## src/ldip_pkg.sv

```systemverilog
`default_nettype none

package ldip_pkg;

    // ------------------------------------------------------------
    // register offsets
    // ------------------------------------------------------------
    localparam logic [7:0] OFFSET_SAMPLING_PHASE = 8'h0a;
    localparam logic [7:0] OFFSET_DATA_STATUS = 8'h0e;
    localparam logic [7:0] OFFSET_INPUT_CONFIG = 8'h26;

    // ------------------------------------------------------------
    // reset values
    // ------------------------------------------------------------
    localparam logic [7:0] RESET_SAMPLING_PHASE = 8'h00;
    localparam logic [7:0] RESET_INPUT_CONFIG = 8'h00;

    // ------------------------------------------------------------
    // field positions
    // ------------------------------------------------------------
    localparam int CFG_BYTE_MODE_BIT = 0;
    localparam int CFG_LANE_REVERSE_BIT = 5;
    localparam int CFG_PAIRING_BIT = 6;
    localparam int CFG_FORMAT_BIT = 7;
    localparam int PHASE_SIGN_BIT = 3;
    localparam int PHASE_MAG_MSB = 2;
    localparam int STATUS_RUNNING_BIT = 0;
    localparam int STATUS_CLOCK_VALID_BIT = 2;
    localparam int STATUS_OVERFLOW_BIT = 3;
    localparam int STATUS_LOCKED_BIT = 7;

    // ------------------------------------------------------------
    // phase arithmetic: quarter period is 8 sixteenths of a half
    // ------------------------------------------------------------
    localparam logic [4:0] PHASE_NOMINAL_SIXTEENTHS = 5'h08;
    localparam logic [3:0] PHASE_MAG_LIMIT = 4'h6;
    localparam logic [2:0] PHASE_MAG_ILLEGAL = 3'h7;

    // ------------------------------------------------------------
    // timing
    // ------------------------------------------------------------
    localparam int CLOCK_PERIOD_NS = 8;
    localparam int REF_LOSS_NS = 2048;
    localparam int REF_LOSS_CYCLES = REF_LOSS_NS / CLOCK_PERIOD_NS;
    localparam int LOCK_EDGES = 8;
    localparam logic [7:0] HALF_TOLERANCE = 8'h01;

    // ------------------------------------------------------------
    // carriers
    // ------------------------------------------------------------
    typedef struct packed {
        logic [15:0] inphase;
        logic [15:0] quadrature;
    } ldip_pair_type;

    localparam int PAIR_WIDTH = 32;
    localparam int FIFO_DEPTH = 16;

endpackage

`default_nettype wire

```

## src/ldip_fifo.sv

```systemverilog
`timescale 1ns/1ps
`default_nettype none

module ldip_fifo #(
    parameter int WIDTH = 32,
    parameter int DEPTH = 16
) (
    input wire logic clock,
    input wire logic reset,
    input wire logic in_valid,
    output logic in_ready,
    input wire logic [WIDTH-1:0] in_data,
    output logic out_valid,
    input wire logic out_ready,
    output logic [WIDTH-1:0] out_data
);

    localparam int AW = $clog2(DEPTH);
    localparam logic [AW:0] FULL_COUNT = (AW+1)'(DEPTH);

    // ------------------------------------------------------------
    // elaboration check
    // ------------------------------------------------------------
    generate
        if (DEPTH < 2 || (DEPTH & (DEPTH - 1)) != 0 || WIDTH < 1) begin : g_bad
            $error("fifo depth must be a power of two of at least 2");
        end
    endgenerate

    logic [WIDTH-1:0] mem [DEPTH];
    logic [AW-1:0] wr_ptr;
    logic [AW-1:0] rd_ptr;
    logic [AW:0] count;
    logic push;
    logic pop;

    // output stage refills whenever it is empty or being drained
    assign in_ready = (count != FULL_COUNT);
    assign push = in_valid && in_ready;
    assign pop = (count != '0) && (!out_valid || out_ready);

    // storage write
    always_ff @(posedge clock) begin
        if (push) begin
            mem[wr_ptr] <= in_data;
        end
    end

    // registered read keeps the output straight off a flop
    always_ff @(posedge clock) begin
        if (reset) begin
            out_data <= '0;
        end else if (pop) begin
            out_data <= mem[rd_ptr];
        end
    end

    // output valid
    always_ff @(posedge clock) begin
        if (reset) begin
            out_valid <= 1'b0;
        end else if (pop) begin
            out_valid <= 1'b1;
        end else if (out_ready) begin
            out_valid <= 1'b0;
        end
    end

    // pointers and fill level
    always_ff @(posedge clock) begin
        if (reset) begin
            wr_ptr <= '0;
            rd_ptr <= '0;
            count <= '0;
        end else begin
            if (push) begin
                wr_ptr <= wr_ptr + 1'b1;
            end
            if (pop) begin
                rd_ptr <= rd_ptr + 1'b1;
            end
            if (push && !pop) begin
                count <= count + 1'b1;
            end else if (pop && !push) begin
                count <= count - 1'b1;
            end
        end
    end

endmodule

`default_nettype wire

```

## src/ldip_input_port.sv

```systemverilog
`timescale 1ns/1ps
`default_nettype none

module ldip_input_port #(
    parameter int FIFO_DEPTH = ldip_pkg::FIFO_DEPTH,
    parameter int REF_LOSS_CYCLES = ldip_pkg::REF_LOSS_CYCLES
) (
    input wire logic clock,
    input wire logic reset,
    input wire logic ref_clock_in,
    input wire logic [15:0] input_lanes,
    input wire logic frame_strobe,
    input wire logic reg_write,
    input wire logic reg_read,
    input wire logic [7:0] reg_address,
    input wire logic [7:0] reg_write_data,
    output logic [7:0] reg_read_data,
    output logic pair_valid,
    input wire logic pair_ready,
    output ldip_pkg::ldip_pair_type pair_data
);

    // ------------------------------------------------------------
    // elaboration check
    // ------------------------------------------------------------
    generate
        if (REF_LOSS_CYCLES < 16 || REF_LOSS_CYCLES > 65535) begin : g_bad
            $error("reference loss count out of range");
        end
    endgenerate

    localparam logic [15:0] LOSS_LIMIT = 16'(REF_LOSS_CYCLES);
    localparam logic [3:0] LOCK_LIMIT = 4'(ldip_pkg::LOCK_EDGES);

    // ------------------------------------------------------------
    // functions
    // ------------------------------------------------------------
    // cycles from a reference edge to the sampling point
    function automatic logic [7:0] sample_delay(input logic [7:0] half,
                                                input logic [3:0] offset);
        logic [3:0] mag;
        logic [4:0] mult;
        logic [12:0] prod;
        mag = {1'b0, offset[ldip_pkg::PHASE_MAG_MSB:0]};
        if (offset[ldip_pkg::PHASE_MAG_MSB:0] == ldip_pkg::PHASE_MAG_ILLEGAL) begin
            mag = ldip_pkg::PHASE_MAG_LIMIT; // clamp: magnitude must stay below 7
        end
        if (offset[ldip_pkg::PHASE_SIGN_BIT]) begin
            mult = ldip_pkg::PHASE_NOMINAL_SIXTEENTHS - {1'b0, mag};
        end else begin
            mult = ldip_pkg::PHASE_NOMINAL_SIXTEENTHS + {1'b0, mag};
        end
        prod = {5'h00, half} * {8'h00, mult};
        sample_delay = prod[11:4];
        if (sample_delay == 8'h00) begin
            sample_delay = 8'h01;
        end
    endfunction

    // offset binary becomes two's complement by flipping the msb
    function automatic logic [15:0] to_twos(input logic [15:0] word,
                                            input logic offset_binary);
        to_twos = {word[15] ^ offset_binary, word[14:0]};
    endfunction

    // ------------------------------------------------------------
    // synchronisers
    // ------------------------------------------------------------
    logic ref_s1;
    logic ref_s2;
    logic ref_s3;
    logic [15:0] lanes_s1;
    logic [15:0] lanes_s2;
    logic frame_s1;
    logic frame_s2;

    // data, frame and clock share the same depth so alignment survives
    always_ff @(posedge clock) begin
        if (reset) begin
            ref_s1 <= 1'b0;
            ref_s2 <= 1'b0;
            ref_s3 <= 1'b0;
            lanes_s1 <= 16'h0000;
            lanes_s2 <= 16'h0000;
            frame_s1 <= 1'b0;
            frame_s2 <= 1'b0;
        end else begin
            ref_s1 <= ref_clock_in;
            ref_s2 <= ref_s1;
            ref_s3 <= ref_s2;
            lanes_s1 <= input_lanes;
            lanes_s2 <= lanes_s1;
            frame_s1 <= frame_strobe;
            frame_s2 <= frame_s1;
        end
    end

    logic ref_edge;
    assign ref_edge = ref_s2 ^ ref_s3;

    // ------------------------------------------------------------
    // registers
    // ------------------------------------------------------------
    logic [7:0] sampling_phase_offset;
    logic [7:0] input_port_config;
    logic [7:0] data_status;
    logic overflow;
    logic set_overflow;
    logic clock_valid;
    logic locked;

    // software writes
    always_ff @(posedge clock) begin
        if (reset) begin
            sampling_phase_offset <= ldip_pkg::RESET_SAMPLING_PHASE;
            input_port_config <= ldip_pkg::RESET_INPUT_CONFIG;
        end else if (reg_write) begin
            if (reg_address == ldip_pkg::OFFSET_SAMPLING_PHASE) begin
                sampling_phase_offset <= reg_write_data;
            end
            if (reg_address == ldip_pkg::OFFSET_INPUT_CONFIG) begin
                input_port_config <= reg_write_data;
            end
        end
    end

    always_comb begin
        data_status = 8'h00;
        data_status[ldip_pkg::STATUS_RUNNING_BIT] = clock_valid;
        data_status[ldip_pkg::STATUS_CLOCK_VALID_BIT] = clock_valid;
        data_status[ldip_pkg::STATUS_OVERFLOW_BIT] = overflow;
        data_status[ldip_pkg::STATUS_LOCKED_BIT] = locked;
    end

    // read port, unmapped addresses answer zero
    always_ff @(posedge clock) begin
        if (reset) begin
            reg_read_data <= 8'h00;
        end else if (reg_read) begin
            unique case (reg_address)
                ldip_pkg::OFFSET_SAMPLING_PHASE: begin
                    reg_read_data <= sampling_phase_offset;
                end
                ldip_pkg::OFFSET_INPUT_CONFIG: begin
                    reg_read_data <= input_port_config;
                end
                ldip_pkg::OFFSET_DATA_STATUS: begin
                    reg_read_data <= data_status;
                end
                default: begin
                    reg_read_data <= 8'h00;
                end
            endcase
        end
    end

    // overflow is sticky, cleared by reading status; a new loss wins
    always_ff @(posedge clock) begin
        if (reset) begin
            overflow <= 1'b0;
        end else if (set_overflow) begin
            overflow <= 1'b1;
        end else if (reg_read && reg_address == ldip_pkg::OFFSET_DATA_STATUS) begin
            overflow <= 1'b0;
        end
    end

    logic byte_mode;
    logic lane_reverse;
    logic pair_late_q;
    logic offset_binary;
    assign byte_mode = input_port_config[ldip_pkg::CFG_BYTE_MODE_BIT];
    assign lane_reverse = input_port_config[ldip_pkg::CFG_LANE_REVERSE_BIT];
    assign pair_late_q = input_port_config[ldip_pkg::CFG_PAIRING_BIT];
    assign offset_binary = input_port_config[ldip_pkg::CFG_FORMAT_BIT];

    // ------------------------------------------------------------
    // delay loop: half-period measure, lock and loss detection
    // ------------------------------------------------------------
    logic [7:0] half_count;
    logic [7:0] half_period;
    logic [3:0] stable_edges;
    logic [15:0] loss_count;

    // the loop only sees whole system cycles; fine steps round down
    always_ff @(posedge clock) begin
        if (reset) begin
            half_count <= 8'h01;
            half_period <= 8'h00;
            stable_edges <= 4'h0;
        end else if (ref_edge) begin
            half_count <= 8'h01;
            half_period <= half_count;
            if ((half_count - half_period <= ldip_pkg::HALF_TOLERANCE) ||
                (half_period - half_count <= ldip_pkg::HALF_TOLERANCE)) begin
                if (stable_edges != LOCK_LIMIT) begin
                    stable_edges <= stable_edges + 4'h1;
                end
            end else begin
                stable_edges <= 4'h0;
            end
        end else if (half_count != 8'hff) begin
            half_count <= half_count + 8'h01;
        end
    end

    // a silent reference drops valid and lock
    always_ff @(posedge clock) begin
        if (reset) begin
            loss_count <= 16'h0000;
            clock_valid <= 1'b0;
        end else if (ref_edge) begin
            loss_count <= 16'h0000;
            clock_valid <= 1'b1;
        end else if (loss_count == LOSS_LIMIT) begin
            clock_valid <= 1'b0;
        end else begin
            loss_count <= loss_count + 16'h0001;
        end
    end

    assign locked = clock_valid && (stable_edges == LOCK_LIMIT);

    // ------------------------------------------------------------
    // sampling points on both reference edges
    // ------------------------------------------------------------
    logic [7:0] sample_wait;
    logic sample_after_rise;
    logic sample_fire;

    // shifted sample point after each edge while locked
    always_ff @(posedge clock) begin
        if (reset) begin
            sample_wait <= 8'h00;
            sample_after_rise <= 1'b0;
        end else if (ref_edge && locked) begin
            sample_wait <= sample_delay(half_period, sampling_phase_offset[3:0]);
            sample_after_rise <= ref_s2;
        end else if (sample_wait != 8'h00) begin
            sample_wait <= sample_wait - 8'h01;
        end
    end

    assign sample_fire = (sample_wait == 8'h01);

    // lane reversal; byte mode uses lower lanes only
    logic [15:0] word_in;
    logic [7:0] byte_in;
    always_comb begin
        word_in = lanes_s2;
        byte_in = lanes_s2[7:0];
        if (lane_reverse) begin
            for (int k = 0; k < 16; k++) begin
                word_in[k] = lanes_s2[15-k];
            end
            for (int k = 0; k < 8; k++) begin
                byte_in[k] = lanes_s2[7-k];
            end
        end
    end

    // ------------------------------------------------------------
    // assembly
    // ------------------------------------------------------------
    logic [15:0] held_word;
    logic held_ok;
    logic [23:0] held_bytes;
    logic [1:0] byte_index;
    logic aligned;
    logic frame_last;
    logic frame_rise;
    logic emit;
    ldip_pkg::ldip_pair_type emit_pair;

    // frame strobe taken at the same points as data
    assign frame_rise = sample_fire && frame_s2 && !frame_last;

    always_ff @(posedge clock) begin
        if (reset) begin
            frame_last <= 1'b0;
        end else if (sample_fire) begin
            frame_last <= frame_s2;
        end
    end

    // emit a pair when the closing half of a word pair or byte quad lands
    always_comb begin
        emit = 1'b0;
        emit_pair.inphase = held_word;
        emit_pair.quadrature = word_in;
        if (sample_fire && !byte_mode && held_ok) begin
            // first word of the pair selects the edge
            if (!pair_late_q && !sample_after_rise) begin
                emit = 1'b1;
            end else if (pair_late_q && sample_after_rise) begin
                emit = 1'b1;
                emit_pair.inphase = word_in;
                emit_pair.quadrature = held_word;
            end
        end else if (sample_fire && byte_mode && aligned && !frame_rise &&
                     byte_index == 2'h3) begin
            emit = 1'b1;
            emit_pair.inphase = held_bytes[23:8];
            emit_pair.quadrature = {held_bytes[7:0], byte_in};
        end
        emit_pair.inphase = to_twos(emit_pair.inphase, offset_binary);
        emit_pair.quadrature = to_twos(emit_pair.quadrature, offset_binary);
    end

    // word mode holds the opening word of each pair
    always_ff @(posedge clock) begin
        if (reset || reg_write) begin
            held_word <= 16'h0000;
            held_ok <= 1'b0;
        end else if (sample_fire && !byte_mode) begin
            if (sample_after_rise != pair_late_q) begin
                held_word <= word_in;
                held_ok <= 1'b1;
            end
        end
    end

    // frame rising edge restarts byte count; alignment persists until reset or any register write
    always_ff @(posedge clock) begin
        if (reset || reg_write) begin
            byte_index <= 2'h0;
            aligned <= 1'b0;
            held_bytes <= 24'h000000;
        end else if (sample_fire && byte_mode) begin
            if (frame_rise) begin
                held_bytes <= {byte_in, 16'h0000};
                byte_index <= 2'h1;
                aligned <= 1'b1;
            end else if (aligned) begin
                unique case (byte_index)
                    2'h0: held_bytes[23:16] <= byte_in;
                    2'h1: held_bytes[15:8] <= byte_in;
                    2'h2: held_bytes[7:0] <= byte_in;
                    2'h3: held_bytes <= held_bytes;
                endcase
                byte_index <= byte_index + 2'h1;
            end
        end
    end

    // ------------------------------------------------------------
    // staging and buffer
    // ------------------------------------------------------------
    logic stage_valid;
    logic stage_ready;
    ldip_pkg::ldip_pair_type stage_pair;

    // the link cannot stall, so a pair that meets a full buffer is lost
    always_ff @(posedge clock) begin
        if (reset) begin
            stage_valid <= 1'b0;
            stage_pair <= '0;
        end else if (emit) begin
            stage_valid <= 1'b1;
            stage_pair <= emit_pair;
        end else if (stage_ready) begin
            stage_valid <= 1'b0;
        end
    end

    assign set_overflow = emit && stage_valid && !stage_ready;

    ldip_fifo #(
        .WIDTH(ldip_pkg::PAIR_WIDTH),
        .DEPTH(FIFO_DEPTH)
    ) pair_buffer (
        .clock(clock),
        .reset(reset),
        .in_valid(stage_valid),
        .in_ready(stage_ready),
        .in_data(stage_pair),
        .out_valid(pair_valid),
        .out_ready(pair_ready),
        .out_data(pair_data)
    );

endmodule

`default_nettype wire

```

## config.mk

```make
export PLATFORM = sky130hd
export DESIGN_NAME = ldip_input_port
export DESIGN_NICKNAME = d
export VERILOG_FILES = /design/src/ldip_pkg.sv /design/src/ldip_fifo.sv /design/src/ldip_input_port.sv
export SDC_FILE = /design/constraint.sdc
export NUM_CORES = 1
export LEC_CHECK = 0
export ABC_AREA = 1
export CAP_MARGIN = 30
export CORE_ASPECT_RATIO = 1.4
export CORE_MARGIN = 2
export CORE_UTILIZATION = 30
export DETAILED_ROUTE_END_ITERATION = 16
export DONT_BUFFER_PORTS = 1
export GPL_TIMING_DRIVEN = 0
export RECOVER_POWER = 25
export SLEW_MARGIN = 30
export SYNTH_ARGS = -nofsm -noshare
export SYNTH_HDL_FRONTEND = slang
export SYNTH_SLANG_ARGS = --single-unit
```

## constraint.sdc

```tcl
create_clock -name clock -period 4.35 [get_ports clock]
set_input_delay 0.6525 -clock clock [delete_from_list [all_inputs] [get_ports clock]]
set_output_delay 0.6525 -clock clock [all_outputs]
set_load 0.02 [all_outputs]
```

==> results of run 1 <==
## registers in the layout, summed over array words and instances, names as in the netlist, 16 cells and up
register,cells
pair_buffer.mem,512
pair_buffer.out_data,32
stage_pair,32
held_bytes,24
held_word,16
lanes_s1,16
lanes_s2,16
loss_count,16
## placed cells by master (no fill, tap or decap), types with 7 or more instances in the layout
cell type	n
nand3_1	44
clkbuf_1	144
nand2_2	7
clkinv_1	16
buf_4	8
o211ai_1	17
edfxtp_1	512
inv_1	251
inv_2	9
buf_2	28
buf_16	28
nand2_1	225
nor3_1	16
xor2_1	15
nor2_1	527
clkinv_2	14
dfxtp_1	231
a211oi_1	11
ha_1	53
nand4_1	10
clkbuf_16	76
a21oi_1	166
nor2_4	23
a31oi_1	16
o21ai_0	480
fa_1	14
o22ai_1	172
bufinv_16	8
o21ai_1	39
## routing by layer
metal	part of all wire, %	track usage (%)	vias up
li1	-	-	11000
met1	38	19.9	11200
met2	51	31.3	878
met3	6.0	2.23	219
met4	5.1	9.24	2
met5	0.014	0	-
## per-stage QoR
stage / utilization (%) / instances / setup TNS, ps / instance area, sq um
after global routing: 35.1 / 4621 / 0 / 36900
final: 35.1 / 4622 / 0 / 36900
after detailed placement: 32.6 / 4480 / -146 / 34300
after CTS: 35.0 / 4614 / 0 / 36800
after floorplan: - / 3093 / 0 / 31700
after global placement: 31.7 / 4451 / -29030 / 33400
## power by group through the flow
stage | clock [mW] | sequential, mW | combinational, mW
floorplan | 0 | 8.11 | 2.80
global placement | 0 | 8.17 | 4.51
detailed placement | 0 | 8.17 | 4.56
CTS | 6.62 | 8.02 | 4.57
global route | 6.88 | 8.04 | 5.03
finish | 6.53 | 8.01 | 4.60
## final cells by class
type                       instances  area [sq um]
timing repair buffer              32           808
multi-input combinational       1909         10100
tap                             1358          1700
clock buffer                      89          1970
buffer                           174           756
inverter                         266          1010
clock inverter                    45           487
antenna                            5          12.5
sequential                       744         20000
fill                           10400         68200
## worst paths after layout
path / startpoint / to / slack [ps] / depth (start not counted)
setup / recovery: sampling_phase_offset[1] / sample_wait[0] / 210 / 27
hold / removal: input_lanes[9] / lanes_s1[9] / 130 / 2
setup reg to reg: sampling_phase_offset[1] / sample_wait[0] / 210 / 27
hold reg to reg: lanes_s1[15] / lanes_s2[15] / 400 / 2
## logic make-up (layout without fill, tap and decap cells)
family | Yosys count | in the layout | share of synthesized area (%)
adders and majority gates | 72 | 72 | 3.18
DFF | 744 | 744 | 63.2
other | 0 | 5 | 0
xor gates and xnor gates | 23 | 23 | 0.660
AOI/OAI and AO/OA | 930 | 930 | 15.9
and+or+nand+nor | 884 | 884 | 11.5
buffers and inverters | 440 | 606 | 5.55
## worst register-to-register path: stages (launching register included)
cell and delay, ps:
dfxtp_1 370, nand2_2 80, nand2_4 100, ha_2 180
nor2_2 40, xor2_1 160, inv_2 140, nor2_1 70
ha_1 290, inv_2 40, fa_1 480, fa_1 500
inv_1 70, ha_4 260, nand2_2 90, nand2_1 50
inv_1 80, nor2_1 60, nor2_2 130, nand2_2 80
buf_4 150, a21oi_4 130, xnor2_2 100, nor2_1 90
nand2_1 70, nand2_1 70, nand2_1 70, a21oi_2 140
## timing repair
item	CTS	global route
setup buffers	0	3
setup endpoints to repair	2	3
pin swaps	0	10
hold buffers	0	0
resized for setup	5	19
hold endpoints to repair	0	0
==> summary.txt, run 1 <==
Status
  • Status: finished, final reports clean

Synth
  • Post-synthesis sequential area ratio: 63.2%
  • Post-synth top flop: edfxtp_1
  • EDFF count, synth: 512
  • Share of the synthesized area in the top cell type: 48.5%
  • Seq cells post-synth: 744
  • Top cells by count, synth: nor2_1 (546), edfxtp_1 (512), o21ai_0 (480), inv_1 (253), dfxtp_1 (232)
  • Mapped Nets: 3204
  • Count leader, synth: nor2_1
  • Gate Count Post-Synth: 3093
  • Post-synthesis average cell area: 10.2 sq um
  • Cell Area, Synth: 0.0317 sq mm
  • Yosys cell types: 59
  • Top post-synthesis cells by area: edfxtp_1 (49%), dfxtp_1 (15%), o21ai_0 (7.6%), nor2_1 (6.5%), o22ai_1 (3.4%)
  • Number of synthesis warnings: 0
  • Asr flop ratio synth: 0%
  • Cell taking the most area after synthesis: edfxtp_1

Power
  • Internal Power: 12.7 mW
  • Combinational power share: 24.0%
  • Psw: 6.46 mW
  • Peak VDD IR: 0.000331 V
  • Leakage: 12.4 nW
  • Reg power frac: 41.8%
  • Pwr dens: 519 mW/mm^2
  • Overall power after layout: 19.1 mW
  • Sw Ratio: 33.8%
  • Clk pwr share: 34.1%

Detailed routing
  • Routed WL: 95400 um
  • Antenna Nets Post-Route: 0
  • Drt wl/cell: 20.6 um
  • DR vias: 23400
  • DR iter-0 viols: 2183
  • First drt pass iteration count: 6
  • Vias per cell: 5.06
  • DRC: 0

Critical path
  • CP Buf/Inv Count: 5
  • Cell with the largest stage delay on the worst path: fa_1
  • Kind of critical path: reg2reg
  • Setup crit start kind: register
  • Worst path most repeated cell: nand2_1
  • Worst Path Max Fanout: 7
  • Worst path required time: 4900 ps
  • Worst Path Arrival: 4690 ps
  • Setup crit end kind: register
  • CP delay by family, top: adder cells
  • Max incr delay on CP: 500 ps

Floorplan
  • Num rows: 141
  • Die ar.: 0.108 sq mm
  • Starting density of the core: 30.1%
  • Core ar.: 0.105 sq mm
  • I/O pin count: 80
  • Die Y: 389 um
  • Die Wd: 279 um

Global routing
  • Global-route wire length before repair: 142000 um
  • Antenna violations before repair: 3
  • Number of global-route vias before repair: 23000
  • Tot GR Track Use: 17.4%
  • Maximum number of pins on one net before global-route repair: 20
  • GRT overflow: 0

Placed design
  • IO buf count: 0
  • GP Congestion: 0.881
  • Placed wire-length estimate after detailed placement: 69100 um
  • Pre-CTS setup slack: -146 ps

Timing
  • # setup viols final: 0
  • Worst hold slack: 127 ps
  • Minimum clock period: 4140 ps
  • Unrepaired setup endpoints after global routing: false
  • F_max: 241 MHz
  • Clk_skew: 22.7 ps
  • Max Slew Vio Count: 0
  • Final worst slack: 207 ps
  • Final Hold Vio Count: 0
  • Part of the cycle the worst path needs: 95.2%
  • Worst slew margin: 30.1%
  • Worst Max-Slew Pin Slew: 1050 ps

Clock tree
  • Clock root buffer: clkbuf_16
  • CTS tree: built
  • Cts bufs inserted: 72
  • Clk_lat worst skew: 630 ps
  • Num Clock Sinks: 744
  • CTS H-tree lvls: 3
  • CTS max path bufs: 3
  • Clock slew at reported path FFs: 60 ps

Cells and area
  • Post-layout nets: 3310
  • Share of cells above drive strength 1: 8.10%
  • Synth-to-layout area growth: 16.5%

Job
  • Max-Cap Viols: 0

Worst hold path
  • Hold/Removal Path Class: in2reg
(Power assumes the default switching activity.)
==> run 2: changes to the inputs <==
CORE_UTILIZATION = 60   (was 30)
PLACE_DENSITY = 0.76   (was not set)
==> summary.txt, run 2 (same netlist as run 1, synthesis figures left out) <==
Timing
  • F_max: 240 MHz (-0.38%)
  • Part of the cycle the worst path needs: 95.6% (+0.36 points)
  • Worst slew margin: 32.5% (+2.3 points)
  • Minimum clock period: 4160 ps (+15.8 ps)
  • # setup viols final: 0 (unchanged)
  • Worst hold slack: 137 ps (+10.6 ps)
  • Clk_skew: 27.8 ps (+5.15 ps)
  • Final Hold Vio Count: 0 (unchanged)
  • Final worst slack: 191 ps (-15.8 ps)
  • Worst Max-Slew Pin Slew: 1010 ps (-34.8 ps)
  • Max Slew Vio Count: 0 (unchanged)

Detailed routing
  • DR vias: 24600 (+5.4%)
  • Antenna Nets Post-Route: 0 (unchanged)
  • Routed WL: 93900 um (-1.6%)
  • First drt pass iteration count: 8 (+2)
  • DRC: 0 (unchanged)
  • Drt wl/cell: 23.7 um (+15%)
  • DR iter-0 viols: 2758 (+26%)
  • Vias per cell: 6.23 (+23%)

Critical path
  • R2R depth: 25 (-7.4%)
  • R2R Setup Slk: 190 ps (-20 ps)
  • Setup crit end kind: register
  • Worst Path Max Fanout: 5 (-2)
  • FF-to-FF End: sample_wait[0]
  • Worst r2r src: sampling_phase_offset[2]
  • Kind of critical path: reg2reg
  • Worst path required time: 4900 ps (about the same)
  • Setup crit start kind: register
  • Worst Path Arrival: 4710 ps (+20 ps)

Clock tree
  • Clock root buffer: clkbuf_16
  • Clock slew at reported path FFs: 70 ps (about the same)
  • CTS max path bufs: 3 (unchanged)
  • CTS tree: built
  • Num Clock Sinks: 744 (unchanged)
  • Cts bufs inserted: 68 (-5.6%)
  • CTS H-tree lvls: 3 (unchanged)
  • # hold bufs at CTS: 0 (unchanged)
  • Clk_lat worst skew: 640 ps (about the same)

Placed design
  • GP Congestion: 0.920 (+4.5%)
  • Pre-CTS setup slack: -115 ps (+31.3 ps)
  • Placed wire-length estimate after detailed placement: 66000 um (-4.6%)
  • IO buf count: 0 (unchanged)

Cells and area
  • FF+latch area: 0.0200 sq mm (unchanged)
  • Synth-to-layout area growth: 13.2%
  • Multi-input logic area: 0.0102 sq mm (+0.41%)
  • Commonest non-fill, non-tap cell in the layout: nor2_1
  • Share of cells above drive strength 1: 8.37% (+0.27 points)
  • Post-layout nets: 3308 (-0.060%)
  • N_diodes: 0 (-5)
  • Commonest non-fill, non-tap cells in the layout: nor2_1 (524), edfxtp_1 (512), o21ai_0 (479)
  • Max reg flops: 512 (unchanged)
  • Final-layout fill cell count: 3811 (-63%)
  • Biggest regs: pair_buffer.mem (512), pair_buffer.out_data (32), stage_pair (32)
  • Reg with most FFs: pair_buffer.mem

Power
  • Pwr dens: 529 mW/mm^2 (+2.0%)
  • Leakage: 12.3 nW (-0.75%)
  • Peak VDD IR: 0.000394 V (+19%)

Floorplan
  • Starting density of the core: 60.8% (+31 points)
  • Core ar.: 0.0521 sq mm (-50%)
  • Num rows: 99 (-30%)
  • Die Wd: 198 um (-29%)
  • I/O pin count: 80 (unchanged)
  • Die ar.: 0.0547 sq mm (-49%)
  • Die Y: 276 um (-29%)

Job
  • Max-Cap Viols: 0 (unchanged)

Worst hold path
  • Hold/Removal Path Class: in2reg
  • WHS Endpoint: frame_s1
  • Hold path depth: 2 (unchanged)
  • Worst Hold Launch: frame_strobe

Global routing
  • Global-route wire length before repair: 140000 um (-1.7%)
  • Number of global-route vias before repair: 24600 (+6.6%)
  • Tot GR Track Use: 34.5% (+17 points)
  • GRT overflow: 0 (unchanged)
  • Maximum number of pins on one net before global-route repair: 18 (-10%)
  • Antenna violations before repair: 4 (+1)

Status
  • Status: finished, final reports clean
-- run 2: cell count changes in the layout (fill, tap and decap cells not counted), sizes merged --
cell,previous run,this run
buf,71,73
bufinv,8,9
clkbuf,224,222
clkinv,34,22
clkinvlp,3,5
diode,5,0
inv,266,267
-- run 2: layout make-up --
class                      count  share of cell area (%)
timing repair buffer          34                    1.90
clock inverter                37                    1.28
clock buffer                  87                    5.24
inverter                     266                    2.80
tap                          707                    2.47
sequential                   744                    55.8
buffer                       174                    2.10
multi-input combinational   1909                    28.4
-- run 2: timing repair --
action / 4_1_cts / 5_1_grt
endpoints found under the setup margin: 2 / 4
endpoints found under the hold margin: 0 / 0
gates resized for setup: 6 / 33
pin swaps: 1 / 24
buffers inserted: 1 / 5
-- run 2: worst max path at each step --
| stage | startpoint | endpoint | slack (ps) | cells after the start |
|---|---|---|---|---|
| 2_1_floorplan | sampling_phase_offset[2] | sample_wait[0] | 490 | 26 |
| 3_3_place_gp | pair_buffer.count[1] | pair_buffer.mem[15][2] | -120 | 6 |
| 3_5_place_dp | sampling_phase_offset[2] | sample_wait[0] | -110 | 26 |
| 4_1_cts | sampling_phase_offset[2] | sample_wait[0] | 5 | 28 |
| 5_1_grt | sampling_phase_offset[2] | sample_wait[0] | -30 | 25 |
| 6_report | sampling_phase_offset[2] | sample_wait[0] | 190 | 25 |
-- run 2: layer usage --
layer	vias up	track usage, %	share of wire, %
li1	11000	-	-
met1	11700	37.6	33
met2	1544	61.6	51
met3	382	6.23	9.6
met4	6	22.3	6.6
met5	-	0	0.046
-- run 2: power breakdown --
part / total, mW / internal [mW] / switching, mW
registers: 8.03 / 7.68 / 0.350
logic: 4.64 / 1.26 / 3.38
clock network: 6.31 / 3.63 / 2.68
total: 19.0 / 12.6 / 6.42
-- run 2: per-stage QoR --
stage	utilization, %	setup TNS, ps	total power, mW	cell area (sq um)	std cells
final	68.8	0	19.0	35900	3958
after global routing	68.8	-32.5	19.6	35900	3958
after CTS	68.4	0	18.8	35700	3953
after detailed placement	63.9	-115	12.6	33300	3828
after global placement	62.4	-7310	12.5	32600	3800
after floorplan	-	0	10.9	31700	3093
-- run 2: worst max-delay path, cell delays in order (launching register included) --
cell	delay, ps
dfxtp_2	340
nand2_2	70
nand2_2	60
ha_1	190
nor2_1	120
xor2_1	190
inv_2	120
buf_6	150
nor2_1	90
ha_1	230
inv_1	70
fa_1	440
fa_1	550
inv_1	70
ha_4	260
a21oi_2	140
o21ai_1	90
a21oi_1	200
nand2_1	90
nand2_1	70
nand2_1	90
nor2_1	120
nand2_1	60
nand2_1	80
nand2_1	70
a21oi_2	150
